<file path="src/inc/ctmw_map.vh">
// register offsets, field positions, reset values and timing counts for the transceiver mode block
`ifndef CTMW_MAP_VH
`define CTMW_MAP_VH
// register byte offsets
`define CTMW_CTRL_OFS      12'h000
`define CTMW_STAT_OFS      12'h004
`define CTMW_EVT_OFS       12'h008
// control field positions
`define CTMW_XCVR_LSB      0
`define CTMW_DEVM_LSB      4
`define CTMW_WAKE_EN_BIT   8
`define CTMW_SEL_WAKE_BIT  9
`define CTMW_PN_VALID_BIT  10
`define CTMW_CTRL_RST      32'h0000_0040
// transceiver mode select encodings
`define CTMW_XS_OFFLINE    2'h0
`define CTMW_XS_ACT_UV     2'h1
`define CTMW_XS_ACT_NOUV   2'h2
`define CTMW_XS_LISTEN     2'h3
// device mode select encodings
`define CTMW_DM_SLEEP      3'h1
`define CTMW_DM_STANDBY    3'h4
`define CTMW_DM_NORMAL     3'h7
// transceiver state codes
`define CTMW_ST_OFF        3'h0
`define CTMW_ST_OFFLINE    3'h1
`define CTMW_ST_OFFBIAS    3'h2
`define CTMW_ST_ACTIVE     3'h3
`define CTMW_ST_LISTEN     3'h4
// timing in microseconds and cycles at 20 MHz
`define CTMW_CLK_MHZ       20
`define CTMW_SILENCE_US    1000
`define CTMW_DOM_US        5
`define CTMW_REC_US        5
`define CTMW_WAKE_TO_US    1000
`define CTMW_SILENCE_CYC   (`CTMW_SILENCE_US * `CTMW_CLK_MHZ)
`define CTMW_DOM_CYC       (`CTMW_DOM_US * `CTMW_CLK_MHZ)
`define CTMW_REC_CYC       (`CTMW_REC_US * `CTMW_CLK_MHZ)
`define CTMW_WAKE_TO_CYC   (`CTMW_WAKE_TO_US * `CTMW_CLK_MHZ)
`endif

</file>
<file path="src/rtl/ctmw_top.v">
// transceiver mode control and standard wake-up detector with apb registers
`timescale 1ns/10ps
`include "ctmw_map.vh"

// Function
// - standby or sleep hold transceiver offline or offline bias by bus activity
// - select 01 or 10 requests active: tx drives bus, rx follows bus
// - select 01: supply undervoltage drops active to offline or offline bias
// - select 10: ignore undervoltage, leave active only when device sleeps
// - active needs normal mode, select 01/10, supply good when 01
// - tx input low on active select gives listen-only until tx high
// - readable status bit shows transceiver is in active mode
// - normal with select 11 is listen-only: transmitter off, receiver on
// - stay listen-only while tx low or active selected under undervoltage
// - offline monitors wake only with wake enable; bus biased to ground
// - offline moves to bias on activity, back after silence timeout
// - leaving active/listen goes offline if silent, else via offline bias
// - off or overtemp to standby enters offline
// - offline to bias on wake pattern or normal active select under 90 percent
// - off or overtemp or low battery float bus; restart offline on recovery
// - standard wake monitoring needs offline, wake enable, no selective wake; here it also runs in offline bias, and with selective wake if config invalid
// - wake pattern is dominant, recessive, dominant with minimum phase times
// - shorter intervals between phases are ignored by the detector
// - pattern must complete within timeout else detector restarts
// - rx high until wake; valid pattern sets wake flag and drives rx low
// - wake while in sleep raises inhibit output and enters standby
// - select field: 00 offline, 01 active uv, 10 active no uv, 11 listen
// - device mode field: 001 sleep, 100 standby, 111 normal
module ctmw_top #(
   parameter SILENCE_CYC = `CTMW_SILENCE_CYC,
   parameter DOM_CYC     = `CTMW_DOM_CYC,
   parameter REC_CYC     = `CTMW_REC_CYC,
   parameter WAKE_TO_CYC = `CTMW_WAKE_TO_CYC
) (
   // clock and reset
   input  wire        clk_i,
   input  wire        rst_n_i,
   // apb slave
   input  wire        psel_i,
   input  wire        penable_i,
   input  wire        pwrite_i,
   input  wire [11:0] paddr_i,
   input  wire [31:0] pwdata_i,
   output reg  [31:0] prdata_o,
   output reg         pready_o,
   output reg         pslverr_o,
   // protocol controller side
   input  wire        txd_i,
   output reg         rxd_o,
   // bus side, digital view of the analog front end
   input  wire        bus_dominant_i,
   output reg         bus_drive_dom_o,
   output reg         bus_tx_en_o,
   output reg         bus_bias_mid_o,
   output reg         bus_bias_gnd_o,
   output reg         bus_float_o,
   // supply and device state
   input  wire        vcc_uv_i,
   input  wire        vcc_low90_i,
   input  wire        vbat_uv_i,
   input  wire        dev_off_i,
   input  wire        dev_overtemp_i,
   input  wire        sleep_by_uv_i,
   output reg         regulator_inhibit_out_o,
   output reg         xcvr_active_o
);

   // counter width holds the default timeouts at 20 MHz with margin;
   // counters saturate, and a parameter above 2^CW - 1 is cut to its low CW bits
   localparam CW = 21;

   // every pin-side input is asynchronous to clk_i; logic below reads
   // only the second stage, the first is left to settle metastability
   // synchronised pins
   reg [1:0] txd_s_r, dom_s_r, vuv_s_r, v90_s_r, vbat_s_r, off_s_r, ot_s_r, suv_s_r;
   wire txd_q  = txd_s_r[1];
   wire dom_q  = dom_s_r[1];
   wire vuv_q  = vuv_s_r[1];
   wire v90_q  = v90_s_r[1];
   wire vbat_q = vbat_s_r[1];
   wire off_q  = off_s_r[1] | ot_s_r[1];
   wire suv_q  = suv_s_r[1];

   // control fields
   reg  [31:0] ctrl_r;
   wire [1:0]  xcvr_mode_select   = ctrl_r[`CTMW_XCVR_LSB +: 2];
   wire [2:0]  device_mode_select = ctrl_r[`CTMW_DEVM_LSB +: 3];
   wire        can_wake_enable          = ctrl_r[`CTMW_WAKE_EN_BIT];
   wire        selective_wake_enable    = ctrl_r[`CTMW_SEL_WAKE_BIT];
   wire        partial_net_config_valid = ctrl_r[`CTMW_PN_VALID_BIT];

   // state, wake detector and timer registers
   reg [2:0]    st_r, st_nxt;
   reg          can_wake_event_flag_r;
   reg          wake_pend_r;
   reg          dom_d_r;
   reg          off_d_r;
   reg [CW-1:0] sil_cnt_r;
   reg [1:0]    wph_r;
   reg [CW-1:0] ph_cnt_r;
   reg [CW-1:0] wto_cnt_r;
   reg          wake_hit;

   // wake detector phases
   localparam WP_IDLE = 2'h0;
   localparam WP_DOM1 = 2'h1;
   localparam WP_REC  = 2'h2;
   localparam WP_DOM2 = 2'h3;

   // saturating increment shared by all phase and timeout counters
   function [CW-1:0] sat_inc;
      input [CW-1:0] v;
      begin
         sat_inc = (&v) ? v : v + {{(CW-1){1'b0}}, 1'b1};
      end
   endfunction

   wire edge_seen = dom_q ^ dom_d_r;
   wire silent    = (sil_cnt_r >= SILENCE_CYC[CW-1:0]);
   // a forced undervoltage sleep overrides the software mode, so the
   // transceiver must not re-enter active while sleep_by_uv_i stands
   wire dev_norm  = (device_mode_select == `CTMW_DM_NORMAL) & ~suv_q;
   wire act_sel   = (xcvr_mode_select == `CTMW_XS_ACT_UV) |
                    (xcvr_mode_select == `CTMW_XS_ACT_NOUV);
   wire uv_block  = (xcvr_mode_select == `CTMW_XS_ACT_UV) & vuv_q;
   // offline bias only differs from offline in its bias level, and the
   // first dominant edge of a pattern already moves offline to bias
   wire mon_en    = ((st_r == `CTMW_ST_OFFLINE) | (st_r == `CTMW_ST_OFFBIAS)) &
                    can_wake_enable &
                    (~selective_wake_enable | ~partial_net_config_valid);
   wire can_off   = off_q | vbat_q;
   // reads are looked up on the first access edge; writes land on the edge
   // at which the master sees ready, so an aborted access changes nothing
   wire apb_acc   = psel_i & penable_i & ~pready_o;
   wire apb_wr    = psel_i & penable_i & pready_o & pwrite_i;

   // input synchronisers, first stage read only by the second
   always @(posedge clk_i) begin
      if (!rst_n_i) begin
         txd_s_r  <= 2'h3;
         dom_s_r  <= 2'h0;
         vuv_s_r  <= 2'h0;
         v90_s_r  <= 2'h0;
         vbat_s_r <= 2'h0;
         off_s_r  <= 2'h0;
         ot_s_r   <= 2'h0;
         suv_s_r  <= 2'h0;
      end else begin
         txd_s_r  <= {txd_s_r[0], txd_i};
         dom_s_r  <= {dom_s_r[0], bus_dominant_i};
         vuv_s_r  <= {vuv_s_r[0], vcc_uv_i};
         v90_s_r  <= {v90_s_r[0], vcc_low90_i};
         vbat_s_r <= {vbat_s_r[0], vbat_uv_i};
         off_s_r  <= {off_s_r[0], dev_off_i};
         ot_s_r   <= {ot_s_r[0], dev_overtemp_i};
         suv_s_r  <= {suv_s_r[0], sleep_by_uv_i};
      end
   end

   // silence is measured on the synchronised receiver output, so a
   // spike shorter than a clock period may be missed; the analog filter
   // in front is expected to remove those anyway
   // bus silence timer, restarts on any edge
   always @(posedge clk_i) begin
      if (!rst_n_i) begin
         dom_d_r   <= 1'b0;
         sil_cnt_r <= {CW{1'b0}};
      end else begin
         dom_d_r   <= dom_q;
         sil_cnt_r <= edge_seen ? {CW{1'b0}} : sat_inc(sil_cnt_r);
      end
   end

   // next-state logic for the five transceiver states; off has the final
   // word below because a lost battery or hot die must float the bus
   // whatever the software asked for. entry into active checks txd here
   // so a controller stuck dominant cannot take the bus
   // transceiver mode selection
   always @* begin
      st_nxt = st_r;
      case (st_r)
         `CTMW_ST_OFF: begin
            // leave off only once every reason for it has cleared
            if (!can_off)
               st_nxt = `CTMW_ST_OFFLINE;
         end
         `CTMW_ST_OFFLINE: begin
            if (dev_norm && act_sel && !uv_block && !v90_q)
               st_nxt = txd_q ? `CTMW_ST_ACTIVE : `CTMW_ST_LISTEN;
            else if (dev_norm && xcvr_mode_select == `CTMW_XS_LISTEN)
               st_nxt = `CTMW_ST_LISTEN;
            else if (edge_seen || wake_hit || (dev_norm && act_sel && v90_q))
               st_nxt = `CTMW_ST_OFFBIAS;
         end
         `CTMW_ST_OFFBIAS: begin
            if (dev_norm && act_sel && !uv_block)
               st_nxt = txd_q ? `CTMW_ST_ACTIVE : `CTMW_ST_LISTEN;
            else if (dev_norm && xcvr_mode_select == `CTMW_XS_LISTEN)
               st_nxt = `CTMW_ST_LISTEN;
            // back to ground bias only after a full silence window
            else if (silent)
               st_nxt = `CTMW_ST_OFFLINE;
         end
         `CTMW_ST_ACTIVE: begin
            // select 10 keeps transmitting through undervoltage until forced sleep
            if (!dev_norm || xcvr_mode_select == `CTMW_XS_OFFLINE || uv_block ||
                (xcvr_mode_select == `CTMW_XS_ACT_NOUV && suv_q))
               st_nxt = silent ? `CTMW_ST_OFFLINE : `CTMW_ST_OFFBIAS;
            else if (xcvr_mode_select == `CTMW_XS_LISTEN)
               st_nxt = `CTMW_ST_LISTEN;
            // a dominant txd while active is ordinary traffic; the stuck-low
            // guard only applies on the way in, from offline, bias or listen
         end
         `CTMW_ST_LISTEN: begin
            if (!dev_norm || xcvr_mode_select == `CTMW_XS_OFFLINE)
               st_nxt = silent ? `CTMW_ST_OFFLINE : `CTMW_ST_OFFBIAS;
            else if (act_sel && txd_q && !uv_block)
               st_nxt = `CTMW_ST_ACTIVE;
         end
         default: st_nxt = `CTMW_ST_OFFLINE;
      endcase
      if (can_off)
         st_nxt = `CTMW_ST_OFF;
   end

   // state register; starts off, but leaves it on the first clock after reset
   // because the synchronisers reset to supplies good, before any pin is seen

   always @(posedge clk_i) begin
      if (!rst_n_i)
         st_r <= `CTMW_ST_OFF;
      else
         st_r <= st_nxt;
   end

   // the detector runs in offline and offline bias alike; an offline-only
   // detector could never see a whole pattern. the timeout counts from
   // the first dominant sample and, once reached, clears every phase
   // so the whole pattern has to be sent again
   // wake pattern detector: short glitches hold the phase timer, except in the first dominant phase, which restarts
   always @* begin
      wake_hit = mon_en && wph_r == WP_DOM2 && dom_q &&
                 ph_cnt_r >= DOM_CYC[CW-1:0] - 1'b1 &&
                 wto_cnt_r < WAKE_TO_CYC[CW-1:0];
   end

   always @(posedge clk_i) begin
      if (!rst_n_i || !mon_en || wake_hit || wto_cnt_r >= WAKE_TO_CYC[CW-1:0]) begin
         wph_r     <= WP_IDLE;
         ph_cnt_r  <= {CW{1'b0}};
         wto_cnt_r <= {CW{1'b0}};
      end else begin
         wto_cnt_r <= (wph_r == WP_IDLE) ? {CW{1'b0}} : sat_inc(wto_cnt_r);
         case (wph_r)
            WP_IDLE: begin
               if (dom_q) begin
                  wph_r    <= WP_DOM1;
                  ph_cnt_r <= {CW{1'b0}};
               end
            end
            WP_DOM1: begin
               if (dom_q)
                  ph_cnt_r <= sat_inc(ph_cnt_r);
               else if (ph_cnt_r >= DOM_CYC[CW-1:0]) begin
                  wph_r    <= WP_REC;
                  ph_cnt_r <= {CW{1'b0}};
               end else
                  wph_r    <= WP_IDLE;
            end
            WP_REC: begin
               if (!dom_q)
                  ph_cnt_r <= sat_inc(ph_cnt_r);
               else if (ph_cnt_r >= REC_CYC[CW-1:0]) begin
                  wph_r    <= WP_DOM2;
                  ph_cnt_r <= {CW{1'b0}};
               end
               // short dominant bits inside the recessive phase are ignored
               else
                  ph_cnt_r <= ph_cnt_r;
            end
            WP_DOM2: begin
               if (dom_q)
                  ph_cnt_r <= sat_inc(ph_cnt_r);
               else
                  ph_cnt_r <= ph_cnt_r;
            end
            default: wph_r <= WP_IDLE;
         endcase
      end
   end

   // software writes win over the hardware mode update in the same cycle;
   // the wake flag stays set, so software can still request standby
   // control register, wake flag and pending wake, sleep to standby on wake
   always @(posedge clk_i) begin
      if (!rst_n_i) begin
         ctrl_r                <= `CTMW_CTRL_RST;
         can_wake_event_flag_r <= 1'b0;
         wake_pend_r           <= 1'b0;
         off_d_r               <= 1'b1;
      end else begin
         off_d_r <= off_q;
         if (apb_wr && paddr_i == `CTMW_CTRL_OFS)
            ctrl_r <= {21'h0, pwdata_i[10:8], 1'b0, pwdata_i[6:4], 2'h0, pwdata_i[1:0]};
         else if (wake_hit && device_mode_select == `CTMW_DM_SLEEP)
            ctrl_r[`CTMW_DEVM_LSB +: 3] <= `CTMW_DM_STANDBY;
         else if (off_d_r && !off_q)
            ctrl_r[`CTMW_DEVM_LSB +: 3] <= `CTMW_DM_STANDBY;
         // set wins over a software write-one clear in the same cycle
         if (wake_hit)
            can_wake_event_flag_r <= 1'b1;
         else if (apb_wr && paddr_i == `CTMW_EVT_OFS && pwdata_i[0])
            can_wake_event_flag_r <= 1'b0;
         // a pending wake holds rxd low until the controller takes the bus
         if (wake_hit)
            wake_pend_r <= 1'b1;
         else if (st_r == `CTMW_ST_ACTIVE || st_r == `CTMW_ST_LISTEN)
            wake_pend_r <= 1'b0;
      end
   end

   // outputs decode the next state, so pins change on the same edge as
   // the state register and no decode glitch reaches the analog drivers
   // registered outputs toward bus, controller and regulator
   always @(posedge clk_i) begin
      if (!rst_n_i) begin
         rxd_o                   <= 1'b1;
         bus_drive_dom_o         <= 1'b0;
         bus_tx_en_o             <= 1'b0;
         bus_bias_mid_o          <= 1'b0;
         bus_bias_gnd_o          <= 1'b0;
         bus_float_o             <= 1'b1;
         regulator_inhibit_out_o <= 1'b0;
         xcvr_active_o           <= 1'b0;
      end else begin
         bus_tx_en_o     <= (st_nxt == `CTMW_ST_ACTIVE);
         bus_drive_dom_o <= (st_nxt == `CTMW_ST_ACTIVE) & ~txd_q;
         bus_bias_mid_o  <= (st_nxt == `CTMW_ST_ACTIVE) | (st_nxt == `CTMW_ST_LISTEN) |
                            (st_nxt == `CTMW_ST_OFFBIAS);
         bus_bias_gnd_o  <= (st_nxt == `CTMW_ST_OFFLINE);
         bus_float_o     <= (st_nxt == `CTMW_ST_OFF);
         xcvr_active_o   <= (st_nxt == `CTMW_ST_ACTIVE);
         if (st_nxt == `CTMW_ST_ACTIVE || st_nxt == `CTMW_ST_LISTEN)
            rxd_o <= ~dom_q;
         else
            rxd_o <= ~(wake_pend_r | wake_hit);
         regulator_inhibit_out_o <= ~off_q &
                                    (device_mode_select != `CTMW_DM_SLEEP || wake_hit);
      end
   end

   // the wait state keeps every bus output registered; read data is a
   // snapshot taken on the first access edge and shown with ready
   // apb slave: one wait state, unmapped addresses answer with an error
   always @(posedge clk_i) begin
      if (!rst_n_i) begin
         pready_o  <= 1'b0;
         pslverr_o <= 1'b0;
         prdata_o  <= 32'h0000_0000;
      end else begin
         pready_o  <= apb_acc;
         pslverr_o <= apb_acc & paddr_i != `CTMW_CTRL_OFS & paddr_i != `CTMW_STAT_OFS &
                      paddr_i != `CTMW_EVT_OFS;
         prdata_o  <= 32'h0000_0000;
         if (apb_acc && !pwrite_i) begin
            case (paddr_i)
               `CTMW_CTRL_OFS: prdata_o <= ctrl_r;
               `CTMW_STAT_OFS: prdata_o <= {24'h0, xcvr_active_o, 2'h0, wph_r, st_r};
               `CTMW_EVT_OFS:  prdata_o <= {31'h0, can_wake_event_flag_r};
               default:        prdata_o <= 32'h0000_0000;
            endcase
         end
      end
   end

endmodule // ctmw_top

</file>
<file path="config.mk">
export PLATFORM = sky130hd
export DESIGN_NAME = ctmw_top
export DESIGN_NICKNAME = d
export VERILOG_FILES = /design/src/rtl/ctmw_top.v
export VERILOG_INCLUDE_DIRS = /design/src /design/src/inc
export SDC_FILE = /design/constraint.sdc
export NUM_CORES = 1
export LEC_CHECK = 0
export BUFFER_PORTS_ARGS = -buffer_cell sky130_fd_sc_hd__buf_2
export CORE_ASPECT_RATIO = 0.5
export CORE_MARGIN = 2
export CORE_UTILIZATION = 55
export DETAILED_ROUTE_END_ITERATION = 7
export GPL_ROUTABILITY_DRIVEN = 0
export PLACE_DENSITY = 0.79
export REMOVE_ABC_BUFFERS = 1
export SLEW_MARGIN = 20
export SYNTH_ARGS = -nofsm -noshare
export SYNTH_HDL_FRONTEND = slang
export SYNTH_SLANG_ARGS = --single-unit
</file>
<file path="constraint.sdc">
create_clock -name clk_i -period 6 [get_ports clk_i]
set_clock_uncertainty 0.15 [all_clocks]
set_input_delay 0.3 -clock clk_i [delete_from_list [all_inputs] [get_ports clk_i]]
set_output_delay 0.3 -clock clk_i [all_outputs]
set_load 0.005 [all_outputs]
</file>
==> flow_summary_export.csv, run 1 <==
group,metric,value,unit
logic_synthesis,netlist_instances,668,
sta,setup-tns-final,0,ns
sta,whs,0.0261,ns
routing,first_pass_iters,5,
hold_path,hold_path.startpoint,"pwdata_i[8]",
clock_tree,cts-root-to-sink-buffers,2,
clock_tree,clock_tree_from_tritoncts,"built",
critical_path,critPathLaunchType,"flip-flop",
grt,grt-ovfl-total,0,
placed_design,buffer_ports.inserted,53,
grt,grt.total_usage,22.7,%
critical_path,worst_ep_required_time,6.19,ns
critical_path,setup.worst_path.end_class,"flip-flop",
layout,final_core_utilization,68.5,%
clock_tree,clkSlewWorstSetupHoldPaths,0.05,ns
routing,via_count,4905,
clock_tree,h-tree-depth,4,
clock_tree,cts_resized,0,
logic_synthesis,synth_warnings,0,
critical_path,critical_path_s_slowest_cell,"sky130_fd_sc_hd__nand4_1",
die,die_area,11000,sq um
sta,worst_slack,2.57,ns
grt,grt_pass1_vias,4351,
critical_path,worst_ep_arrival_time,3.61,ns
logic_synthesis,seq_area_frac_synth,41.5,%
power_and_ir_drop,post-layout-total-power,1.84,mW
sta,setup_repair_after_global_routing_missed_its_margin,"no",
grt,grt_antenna_before_repair,0,
grt,grt_max_degree,28,
placed_design,preCtsSetupSlack,2.58,ns
layout,area_growth_syn_to_layout,18.4,%
job,max_cap_viol_count,0,
layout,fill_cell_count,751,
clock_tree,ctsRootBufferMaster,"sky130_fd_sc_hd__clkbuf_16",
critical_path,reg2reg_depth,5,
power_and_ir_drop,power.density_cell_area,279,nW/um^2
layout,nets,811,
layout,most-common-layout-cells,"116 x sky130_fd_sc_hd__dfxtp_1, 87 x sky130_fd_sc_hd__nor2_1, 59 x sky130_fd_sc_hd__nand2_1, 53 x sky130_fd_sc_hd__buf_2, 43 x sky130_fd_sc_hd__a21oi_1",
critical_path,critical-path-max-stage-delay,0.86,ns
clock_tree,cts-hold-fix-buffers,15,
grt,grt_first_pass_wirelength,20000,um
routing,post-route-drc-count,0,
sta,post-route-min-period,3.43,ns
routing,number_of_nets_with_antenna_violations_after_routing,0,
critical_path,path_class,"reg2reg",
hold_path,worst_hold_path.num_cells,3,
clock_tree,clock_tree_sinks,116,
clock_tree,numCtsBuffers,17,
sta,slew_violations,0,
clock_tree,cts_setup_buffers,0,
power_and_ir_drop,total_leakage_power,2.47,nW
layout,multi_input_area,3040,sq um
status,run_status,"complete, no violations",
logic_synthesis,netlist-cell-type-count,60,
hold_path,holdPathEnd,"ctrl_r[8]$_SDFFE_PN0P_",
die,core_area,9670,sq um
critical_path,reg_to_reg_slack_setup,2.57,ns
layout,n_antenna_cell,0,
power_and_ir_drop,peak_supply_drop,174,uV
layout,layout_commonest_cell,"sky130_fd_sc_hd__dfxtp_1",
logic_synthesis,ys_ff_latch,116,
logic_synthesis,ys_async_rst_share,0,%
routing,routed_wire_length,12400,um
sta,layout_worst_path_cycle_share,57.1,%
routing,avgViaCountPerCell,5.53,
sta,max_freq,292,MHz
critical_path,worstReg2RegStart,"st_r[2]$_SDFF_PN0_",
sta,max_slew_margin,32.4,%
logic_synthesis,synth-edff-count,0,
layout,post_route_cells_drive_above_1_share,13.6,%
die,floorplan.rows,25,
critical_path,reg2reg_to,"wto_cnt_r[6]$_SDFFE_PP0N_",
hold_path,worstHoldPathType,"in2reg",
logic_synthesis,syn_area_per_cell,8.37,sq um
logic_synthesis,ys.flop_type,"sky130_fd_sc_hd__dfxtp_1",
die,design.portCount,99,
sta,final-setup-viol-count,0,
placed_design,dp_hpwl,8190,um
routing,detailedRoute.firstIterationViolations,318,
sta,worstMarginPinSlew,1.01,ns
die,die_width,147,um
logic_synthesis,post_synth_instance_area,5590,sq um
die,vert_die_dim,75.3,um
clock_tree,clock_latency,0.41,ns
layout,ff_latch_area,2320,sq um
sta,finalHoldViolations,0,
die,floorplan.initialDensity,57.9,%
critical_path,cp_max_fo,24,
critical_path,worstPathCellList,"or4b_4, a2111oi_4, nand4_1, or2_2, nor2_1",
routing,routed_wire_length_per_instance,13.9,um
## synthesized netlist by cell type, types with 12 or more instances
library cell / instances / area (sq um)
sky130_fd_sc_hd__o21ai_0: 24 / 120
sky130_fd_sc_hd__ha_1: 15 / 188
sky130_fd_sc_hd__nor3_1: 14 / 70.1
sky130_fd_sc_hd__dfxtp_1: 116 / 2320
sky130_fd_sc_hd__nor4_1: 14 / 87.6
sky130_fd_sc_hd__and3_1: 18 / 113
sky130_fd_sc_hd__xnor2_1: 20 / 175
sky130_fd_sc_hd__nand3_1: 29 / 145
sky130_fd_sc_hd__buf_4: 22 / 165
sky130_fd_sc_hd__xor2_1: 12 / 105
sky130_fd_sc_hd__nand2_1: 59 / 221
sky130_fd_sc_hd__a21oi_1: 43 / 215
sky130_fd_sc_hd__clkbuf_1: 20 / 75.1
sky130_fd_sc_hd__inv_1: 21 / 78.8
sky130_fd_sc_hd__nor2_1: 87 / 327
sky130_fd_sc_hd__nand4_1: 14 / 87.6
sky130_fd_sc_hd__and2_1: 27 / 169
## sequential cells by signal (all words and copies together) (netlist names), 3 cells and up
name       cells
ctrl_r         8
ph_cnt_r      21
prdata_o      11
sil_cnt_r     21
st_r           3
wto_cnt_r     21
## critical path: cells and delay by family, from the launching register on
| family | cells | cell delay [ns] |
|---|---|---|
| DFF | 1 | 0.44 |
| and+or+nand+nor | 4 | 2.35 |
| AOI/OAI and AO/OA | 1 | 0.42 |
## area by class of cell
cell class	count	share of cell area (%)
well taps	135	2.55
inverters	21	1.19
repair buffers	69	6.39
multi-input cells	514	46.0
clock buffers	17	6.43
flip-flops and latches	116	35.1
clock inverters	15	2.36
## logic make-up (layout without fill, tap and decap cells)
| group | after synthesis | count (layout) | share of synthesized area [%] |
|---|---|---|---|
| buffers and inverters | 64 | 122 | 5.77 |
| adders and majority gates | 15 | 15 | 3.36 |
| muxes | 7 | 7 | 1.25 |
| and+or+nand+nor | 318 | 318 | 29.4 |
| xor gates and xnor gates | 32 | 32 | 5.01 |
| other | 1 | 27 | 0.0671 |
| AOI/OAI and AO/OA | 115 | 115 | 13.6 |
| DFF | 116 | 116 | 41.5 |
## worst max path at each step
stage	cells after the start	to	startpoint
final	5	wto_cnt_r[6]$_SDFFE_PP0N_	st_r[2]$_SDFF_PN0_
after global routing	5	wto_cnt_r[6]$_SDFFE_PP0N_	st_r[2]$_SDFF_PN0_
after CTS	5	wto_cnt_r[6]$_SDFFE_PP0N_	st_r[2]$_SDFF_PN0_
after detailed placement	5	wto_cnt_r[13]$_SDFFE_PP0N_	st_r[2]$_SDFF_PN0_
after global placement	5	wto_cnt_r[10]$_SDFFE_PP0N_	st_r[2]$_SDFF_PN0_
after floorplan	5	wto_cnt_r[0]$_SDFFE_PP0N_	st_r[2]$_SDFF_PN0_
## per-layer routing
layer  global-route usage, %  wire length (um)  up-vias
li1                        -                 -     2455
met1                    28.0              5540     2256
met2                    39.6              5910      174
met3                    6.59               736       20
met4                    7.77               188        0
met5                       0                 0        -
## power breakdown
part | internal [mW] | switching [mW] | total [mW] | leakage, nW
Sequential | 0.783 | 0.00823 | 0.792 | 0.942
Combinational | 0.0286 | 0.0333 | 0.0619 | 1.24
Clock | 0.614 | 0.377 | 0.991 | 0.284
Total | 1.43 | 0.418 | 1.84 | 2.47
## through the flow
| stage | std cells | area (sq um) |
|---|---|---|
| after floorplan | 651 | 5450 |
| after global placement | 840 | 5890 |
| after detailed placement | 840 | 5890 |
| after CTS | 887 | 6620 |
| after global routing | 887 | 6620 |
| final | 887 | 6620 |
(Power assumes the default switching activity.)
==> run 2: changes to the inputs <==
--- a/config.mk
+++ b/config.mk
@@ -6,13 +6,14 @@
 export SDC_FILE = /design/constraint.sdc
 export NUM_CORES = 1
 export LEC_CHECK = 0
+export ABC_AREA = 1
 export BUFFER_PORTS_ARGS = -buffer_cell sky130_fd_sc_hd__buf_2
 export CORE_ASPECT_RATIO = 0.5
 export CORE_MARGIN = 2
 export CORE_UTILIZATION = 55
 export DETAILED_ROUTE_END_ITERATION = 7
 export GPL_ROUTABILITY_DRIVEN = 0
-export PLACE_DENSITY = 0.79
+export PLACE_DENSITY = 0.78
 export REMOVE_ABC_BUFFERS = 1
 export SLEW_MARGIN = 20
 export SYNTH_ARGS = -nofsm -noshare
==> constraint.sdc (replaced) <==
create_clock -name clk_i -period 3.4 [get_ports clk_i]
set_clock_uncertainty 0.15 [all_clocks]
set_input_delay 0.17 -clock clk_i [delete_from_list [all_inputs] [get_ports clk_i]]
set_output_delay 0.17 -clock clk_i [all_outputs]
set_load 0.005 [all_outputs]
==> flow_summary_export.csv, run 2 <==
group,metric,value,unit
status,run_status,"complete, no violations",
sta,final-setup-viol-count,0,
layout,largestRegisters,"ph_cnt_r: 21 flops, sil_cnt_r: 21 flops, wto_cnt_r: 21 flops",
power_and_ir_drop,combPwrFrac,4.3,%
logic_synthesis,ys_async_rst_share,0,%
die,design.portCount,99,
layout,n_antenna_cell,0,
sta,finalHoldViolations,0,
power_and_ir_drop,sequentialPowerShare,42.6,%
die,floorplan.rows,27,
power_and_ir_drop,peak_supply_drop,322,uV
logic_synthesis,syn_area_per_cell,6.94,sq um
placed_design,dp_hpwl,9920,um
power_and_ir_drop,total_leakage_power,3.16,nW
layout,finish.instance_area,7250,sq um
clock_tree,ctsRootBufferMaster,"sky130_fd_sc_hd__clkbuf_16",
critical_path,buf_inv_on_cp,1,
sta,worstMarginPinSlew,0.624,ns
power_and_ir_drop,clock_power_share,53.2,%
job,max_cap_viol_count,0,
logic_synthesis,synthDominantAreaCellType,"sky130_fd_sc_hd__dfxtp_1",
sta,post-route-min-period,2.45,ns
power_and_ir_drop,switching_share,24.8,%
hold_path,worstHoldPathType,"in2reg",
routing,number_of_nets_with_antenna_violations_after_routing,0,
clock_tree,clkSlewWorstSetupHoldPaths,0.06,ns
critical_path,timing.critical_path.mode_cell,"sky130_fd_sc_hd__nand2_1",
logic_synthesis,top_count_cell_post_synth,"sky130_fd_sc_hd__nand2_1",
placed_design,place_area,6480,sq um
layout,post_route_cells_drive_above_1_share,13.6,%
grt,grt_antenna_before_repair,0,
clock_tree,h-tree-depth,4,
placed_design,buffer_ports.inserted,53,
critical_path,critPathLaunchType,"flip-flop",
logic_synthesis,ys_ff_latch,116,
grt,grt_pass1_vias,5329,
power_and_ir_drop,power.density_cell_area,452,nW/um^2
sta,layout_worst_path_cycle_share,72.2,%
routing,via_count,5915,
routing,detailedRoute.firstIterationViolations,347,
die,die_width,153,um
routing,first_pass_iters,5,
clock_tree,clock_latency,0.42,ns
logic_synthesis,top_post_synthesis_cells_by_count,"192 x sky130_fd_sc_hd__nand2_1, 124 x sky130_fd_sc_hd__inv_1, 116 x sky130_fd_sc_hd__dfxtp_1",
die,die_area,12100,sq um
grt,grt_first_pass_wirelength,24500,um
critical_path,worst_ep_arrival_time,2.59,ns
critical_path,cp_max_fo,9,
layout,nets,1040,
power_and_ir_drop,total_switching_power,0.813,mW
critical_path,critical-path-max-stage-delay,0.51,ns
logic_synthesis,seq_area_frac_synth,37.9,%
layout,area_growth_syn_to_layout,18.2,%
critical_path,path_class,"reg2reg",
routing,routed_wire_length_per_instance,12.9,um
layout,finish.cell_count_without_fillers,1126,
critical_path,critical_path_s_slowest_cell,"sky130_fd_sc_hd__nor3_2",
clock_tree,clock_tree_from_tritoncts,"built",
sta,max_freq,408,MHz
die,core_area,10900,sq um
grt,grt_max_degree,26,
routing,routed_wire_length,14500,um
power_and_ir_drop,p_int,2.47,mW
critical_path,worstPathCellList,"ha_1, nand2_1, nor3_4, nand4_1, nor3_2, inv_1, nand2_1, a21oi_1",
routing,avgViaCountPerCell,5.25,
routing,post-route-drc-count,0,
grt,grt.total_usage,24.9,%
clock_tree,cts-root-to-sink-buffers,2,
sta,max_slew_margin,58.0,%
layout,most-common-layout-cells,"192 x sky130_fd_sc_hd__nand2_1, 124 x sky130_fd_sc_hd__inv_1, 116 x sky130_fd_sc_hd__dfxtp_1, 84 x sky130_fd_sc_hd__nor2_1, 61 x sky130_fd_sc_hd__nand3_1",
logic_synthesis,yosysTopAreaCellShare,37.9,%
placed_design,placed_cells_incl_taps,1075,
grt,grt-ovfl-total,0,
sta,setup-tns-final,0,ns
logic_synthesis,post_synth_instance_area,6130,sq um
layout,layout_commonest_cell,"sky130_fd_sc_hd__nand2_1",
sta,slew_violations,0,
clock_tree,clock_tree_sinks,116,
power_and_ir_drop,post-layout-total-power,3.28,mW
logic_synthesis,main_area_contributors_after_synthesis,"sky130_fd_sc_hd__dfxtp_1 38%, sky130_fd_sc_hd__nand2_1 12%, sky130_fd_sc_hd__inv_1 7.6%",
die,floorplan.initialDensity,56.2,%
layout,final_core_utilization,66.4,%
clock_tree,numCtsBuffers,17,
die,vert_die_dim,78.7,um
clock_tree,cts_setup_buffers,0,
logic_synthesis,synth-edff-count,0,
sta,setup_repair_after_global_routing_missed_its_margin,"no",
logic_synthesis,synth_warnings,0,
critical_path,worst_ep_required_time,3.54,ns
logic_synthesis,netlist-cell-type-count,44,
critical_path,setup.worst_path.end_class,"flip-flop",
critical_path,worst_path_dominant_cell_family,"simple AND/OR/NAND/NOR gates",
logic_synthesis,ys.flop_type,"sky130_fd_sc_hd__dfxtp_1",
logic_synthesis,netlist_instances,883,
## run 2: cell type report
class | count | area, sq um
Clock buffer | 17 | 425
Clock inverter | 15 | 146
Fill cell | 920 | 3660
Inverter | 129 | 484
Multi-Input combinational cell | 626 | 3190
Sequential cell | 116 | 2320
Tap cell | 145 | 181
Timing Repair Buffer | 78 | 500
## run 2: logic make-up after synthesis
family          share of synthesized area [%]
compound gates                           10.3
xor+xnor                                 3.43
fa+ha+maj                                3.06
buf+inv                                  11.7
flops                                    37.9
other cells                            0.0612
simple gates                             33.6
## run 2: per-stage QoR
| step | hold WS (ns) | worst slack [ns] |
|---|---|---|
| floorplan | 0.0889 | 1.03 |
| global placement | 0.204 | 1.05 |
| detailed placement | 0.206 | 0.999 |
| CTS | 0.0411 | 0.966 |
| global route | 0.0476 | 0.670 |
| finish | 0.0404 | 0.946 |
## run 2: worst min-delay path, stage by stage
cell,delay (ns)
sky130_fd_sc_hd__buf_2,0.10
sky130_fd_sc_hd__buf_4,0.21
sky130_fd_sc_hd__nand2_1,0.09
## run 2: power by group through the flow
stage               logic [mW]  registers [mW]  clock network, mW
finish                   0.139            1.40               1.74
global route             0.157            1.40               1.83
CTS                      0.136            1.40               1.75
detailed placement       0.118            1.43                  0
global placement         0.116            1.43                  0
floorplan               0.0678            1.42                  0
## run 2: final timing paths
kind              depth (start not counted)  slack [ns]                 startpoint                   endpoint
hold / removal                            3        0.04                    rst_n_i     bus_float_o$_SDFF_PN1_
hold reg to reg                           2        0.26       ot_s_r[0]$_SDFF_PN0_       ot_s_r[1]$_SDFF_PN0_
setup reg to reg                          8        0.95  sil_cnt_r[0]$_SDFFE_PP0N_  sil_cnt_r[0]$_SDFFE_PP0N_
setup / recovery                          8        0.95  sil_cnt_r[0]$_SDFFE_PP0N_  sil_cnt_r[0]$_SDFFE_PP0N_
## run 2: repair_timing
item	in CTS	in global routing
endpoints found under the hold margin	22	0
gates resized for setup	0	0
endpoints found under the setup margin	0	0
hold buffers	19	0
## run 2: routing by layer
layer  track usage, %  wire length, um
met5                0                0
met2             40.8             6490
met3             5.14              945
met4             9.07              220
met1             32.9             6880
==> run 3: changes to the inputs <==
--- a/config.mk
+++ b/config.mk
@@ -10,10 +10,10 @@
 export BUFFER_PORTS_ARGS = -buffer_cell sky130_fd_sc_hd__buf_2
 export CORE_ASPECT_RATIO = 0.5
 export CORE_MARGIN = 2
-export CORE_UTILIZATION = 55
+export CORE_UTILIZATION = 51
 export DETAILED_ROUTE_END_ITERATION = 7
 export GPL_ROUTABILITY_DRIVEN = 0
-export PLACE_DENSITY = 0.78
+export PLACE_DENSITY = 0.76
 export REMOVE_ABC_BUFFERS = 1
 export SLEW_MARGIN = 20
 export SYNTH_ARGS = -nofsm -noshare
==> constraint.sdc (replaced) <==
create_clock -name clk_i -period 2.2 [get_ports clk_i]
set_clock_uncertainty 0.15 [all_clocks]
set_input_delay 0.11 -clock clk_i [delete_from_list [all_inputs] [get_ports clk_i]]
set_output_delay 0.11 -clock clk_i [all_outputs]
set_load 0.005 [all_outputs]
==> flow_summary_export.csv, run 3 (same netlist as run 2, synthesis figures left out) <==
group,metric,value,unit
sta,final-setup-viol-count,0,
die,core_area,11800,sq um
die,die_area,13000,sq um
placed_design,preCtsSetupSlack,-0.0146,ns
sta,slew_violations,0,
critical_path,worst_ep_required_time,2.34,ns
layout,nets,1074,
job,max_cap_viol_count,0,
layout,area_growth_syn_to_layout,25.8,%
placed_design,buffer_ports.inserted,53,
clock_tree,clkSlewWorstSetupHoldPaths,0.06,ns
clock_tree,numCtsBuffers,17,
clock_tree,clock_tree_from_tritoncts,"built",
die,floorplan.initialDensity,52.1,%
critical_path,worst_ep_arrival_time,2.28,ns
sta,layout_worst_path_cycle_share,97.5,%
routing,avgViaCountPerCell,5.21,
grt,grt-ovfl-total,0,
grt,grt_first_pass_wirelength,25000,um
sta,worstMarginPinSlew,0.570,ns
layout,post_route_cells_drive_above_1_share,20.1,%
sta,max_freq,466,MHz
power_and_ir_drop,peak_supply_drop,532,uV
sta,setup_repair_after_global_routing_missed_its_margin,"yes",
grt,grt_max_degree,24,
clock_tree,clock_tree_sinks,116,
grt,met3_usage,5.51,%
critical_path,critPathLaunchType,"flip-flop",
layout,n_antenna_cell,0,
layout,most-common-layout-cells,"182 x sky130_fd_sc_hd__nand2_1, 120 x sky130_fd_sc_hd__inv_1, 106 x sky130_fd_sc_hd__dfxtp_1, 81 x sky130_fd_sc_hd__nor2_1, 59 x sky130_fd_sc_hd__a21oi_1",
critical_path,setup.worst_path.end_class,"flip-flop",
sta,max_slew_margin,61.7,%
critical_path,cp_max_fo,4,
placed_design,dp_hpwl,10500,um
die,design.portCount,99,
routing,routed_wire_length_per_instance,13.2,um
hold_path,worstHoldPathType,"in2reg",
grt,grt_busiest_layer,"met2",
grt,grt.total_usage,23.8,%
layout,largestRegisters,"ph_cnt_r: 21 flops, sil_cnt_r: 21 flops, wto_cnt_r: 21 flops",
routing,routed_wire_length,15500,um
status,run_status,"complete, no violations",
clock_tree,h-tree-depth,4,
sta,worst_slack,0.0543,ns
die,vert_die_dim,81.5,um
routing,post-route-drc-count,0,
clock_tree,ctsRootBufferMaster,"sky130_fd_sc_hd__clkbuf_16",
grt,grt_pass1_vias,5536,
routing,first_pass_iters,5,
clock_tree,clock_latency,0.42,ns
grt,grt_antenna_before_repair,0,
layout,finish.cell_count_without_fillers,1180,
power_and_ir_drop,total_leakage_power,3.40,nW
routing,detailedRoute.firstIterationViolations,556,
layout,fill_cell_count,979,
clock_tree,cts-root-to-sink-buffers,2,
grt,global_route.usage.met1,30.4,%
sta,finalHoldViolations,0,
placed_design,place_area,6660,sq um
die,die_width,159,um
critical_path,path_class,"reg2reg",
sta,post-route-min-period,2.15,ns
layout,layout_commonest_cell,"sky130_fd_sc_hd__nand2_1",
grt,grt.met2_usage,40.0,%
placed_design,placed_cells_incl_taps,1115,
routing,via_count,6150,
power_and_ir_drop,power.density_cell_area,636,nW/um^2
die,floorplan.rows,28,
routing,number_of_nets_with_antenna_violations_after_routing,0,
power_and_ir_drop,post-layout-total-power,4.90,mW
layout,finish.instance_area,7710,sq um
run 3: changes by cell type in the layout (fill, tap and decap cells not counted), moves of 5 or more:
cell                            previous run  this run
sky130_fd_sc_hd__nor3_4                    1         6
sky130_fd_sc_hd__dfxtp_1                 116       106
sky130_fd_sc_hd__nor3_1                   31        26
sky130_fd_sc_hd__nand2_1                 192       182
sky130_fd_sc_hd__dfxtp_2                   0         8
sky130_fd_sc_hd__dlygate4sd3_1            19        24
sky130_fd_sc_hd__buf_4                     6        35
sky130_fd_sc_hd__nand2_2                   6        15
run 3: worst paths after layout:
kind	from	endpoint	slack [ns]	cells after the start
max	ctrl_r[1]$_SDFFE_PN0P_	rxd_o$_SDFF_PN1_	0.05	14
min	paddr_i[3]	prdata_o[2]$_SDFF_PN0_	0.02	5
max reg2reg	ctrl_r[1]$_SDFFE_PN0P_	rxd_o$_SDFF_PN1_	0.05	14
min reg2reg	vbat_s_r[0]$_SDFF_PN0_	vbat_s_r[1]$_SDFF_PN0_	0.26	2
run 3: what timing repair did:
item | 4_1_cts | 5_1_grt
gates cloned | 0 | 0
gates resized for setup | 2 | 57
setup buffers | 0 | 9
setup endpoints to repair | 2 | 49
pin swaps | 0 | 15
endpoints found under the hold margin | 32 | 0
hold buffers | 24 | 0
run 3: metrics by stage:
stage	setup TNS [ns]	hold slack [ns]	util, %
after global routing	-0.285	0.0541	65.5
after detailed placement	-0.0146	0.145	56.6
final	0	0.0175	65.5
after CTS	0	0.00144	63.2
after global placement	0	0.142	56.6
after floorplan	-3.19	0.0289	-
run 3: layer usage:
layer  up-vias  wire length [um]
li1       3052                 -
met1      2799              6970
met2       269              7260
met3        30              1040
met4         0               265
met5         -                 0
run 3: power breakdown:
group	total, mW	switching (mW)	internal, mW
Combinational	0.236	0.133	0.103
Sequential	2.16	0.0239	2.14
Clock	2.51	1.06	1.44
run 3: critical path: stages, from the launching register on:
cell                      delay [ns]
sky130_fd_sc_hd__dfxtp_1        0.32
sky130_fd_sc_hd__inv_1          0.15
sky130_fd_sc_hd__ha_1           0.19
sky130_fd_sc_hd__nand2_1        0.07
sky130_fd_sc_hd__inv_2          0.11
sky130_fd_sc_hd__nor3_4         0.05
sky130_fd_sc_hd__or2_2          0.30
sky130_fd_sc_hd__nand3_1        0.08
sky130_fd_sc_hd__nand2_1        0.06
sky130_fd_sc_hd__nor2_1         0.13
sky130_fd_sc_hd__nand2_1        0.10
sky130_fd_sc_hd__nand3_2        0.11
sky130_fd_sc_hd__nand2_1        0.07
sky130_fd_sc_hd__nand2_1        0.06
sky130_fd_sc_hd__nand3_1        0.06
run 3: area by class of cell:
class | count | area, sq um | share of cell area [%]
multi-input cells | 626 | 3380 | 43.8
flip-flops and latches | 116 | 2340 | 30.3
repair buffers | 112 | 768 | 9.96
inverters | 129 | 484 | 6.28
clock buffers | 18 | 429 | 5.57
well taps | 165 | 206 | 2.68
clock inverters | 14 | 104 | 1.35
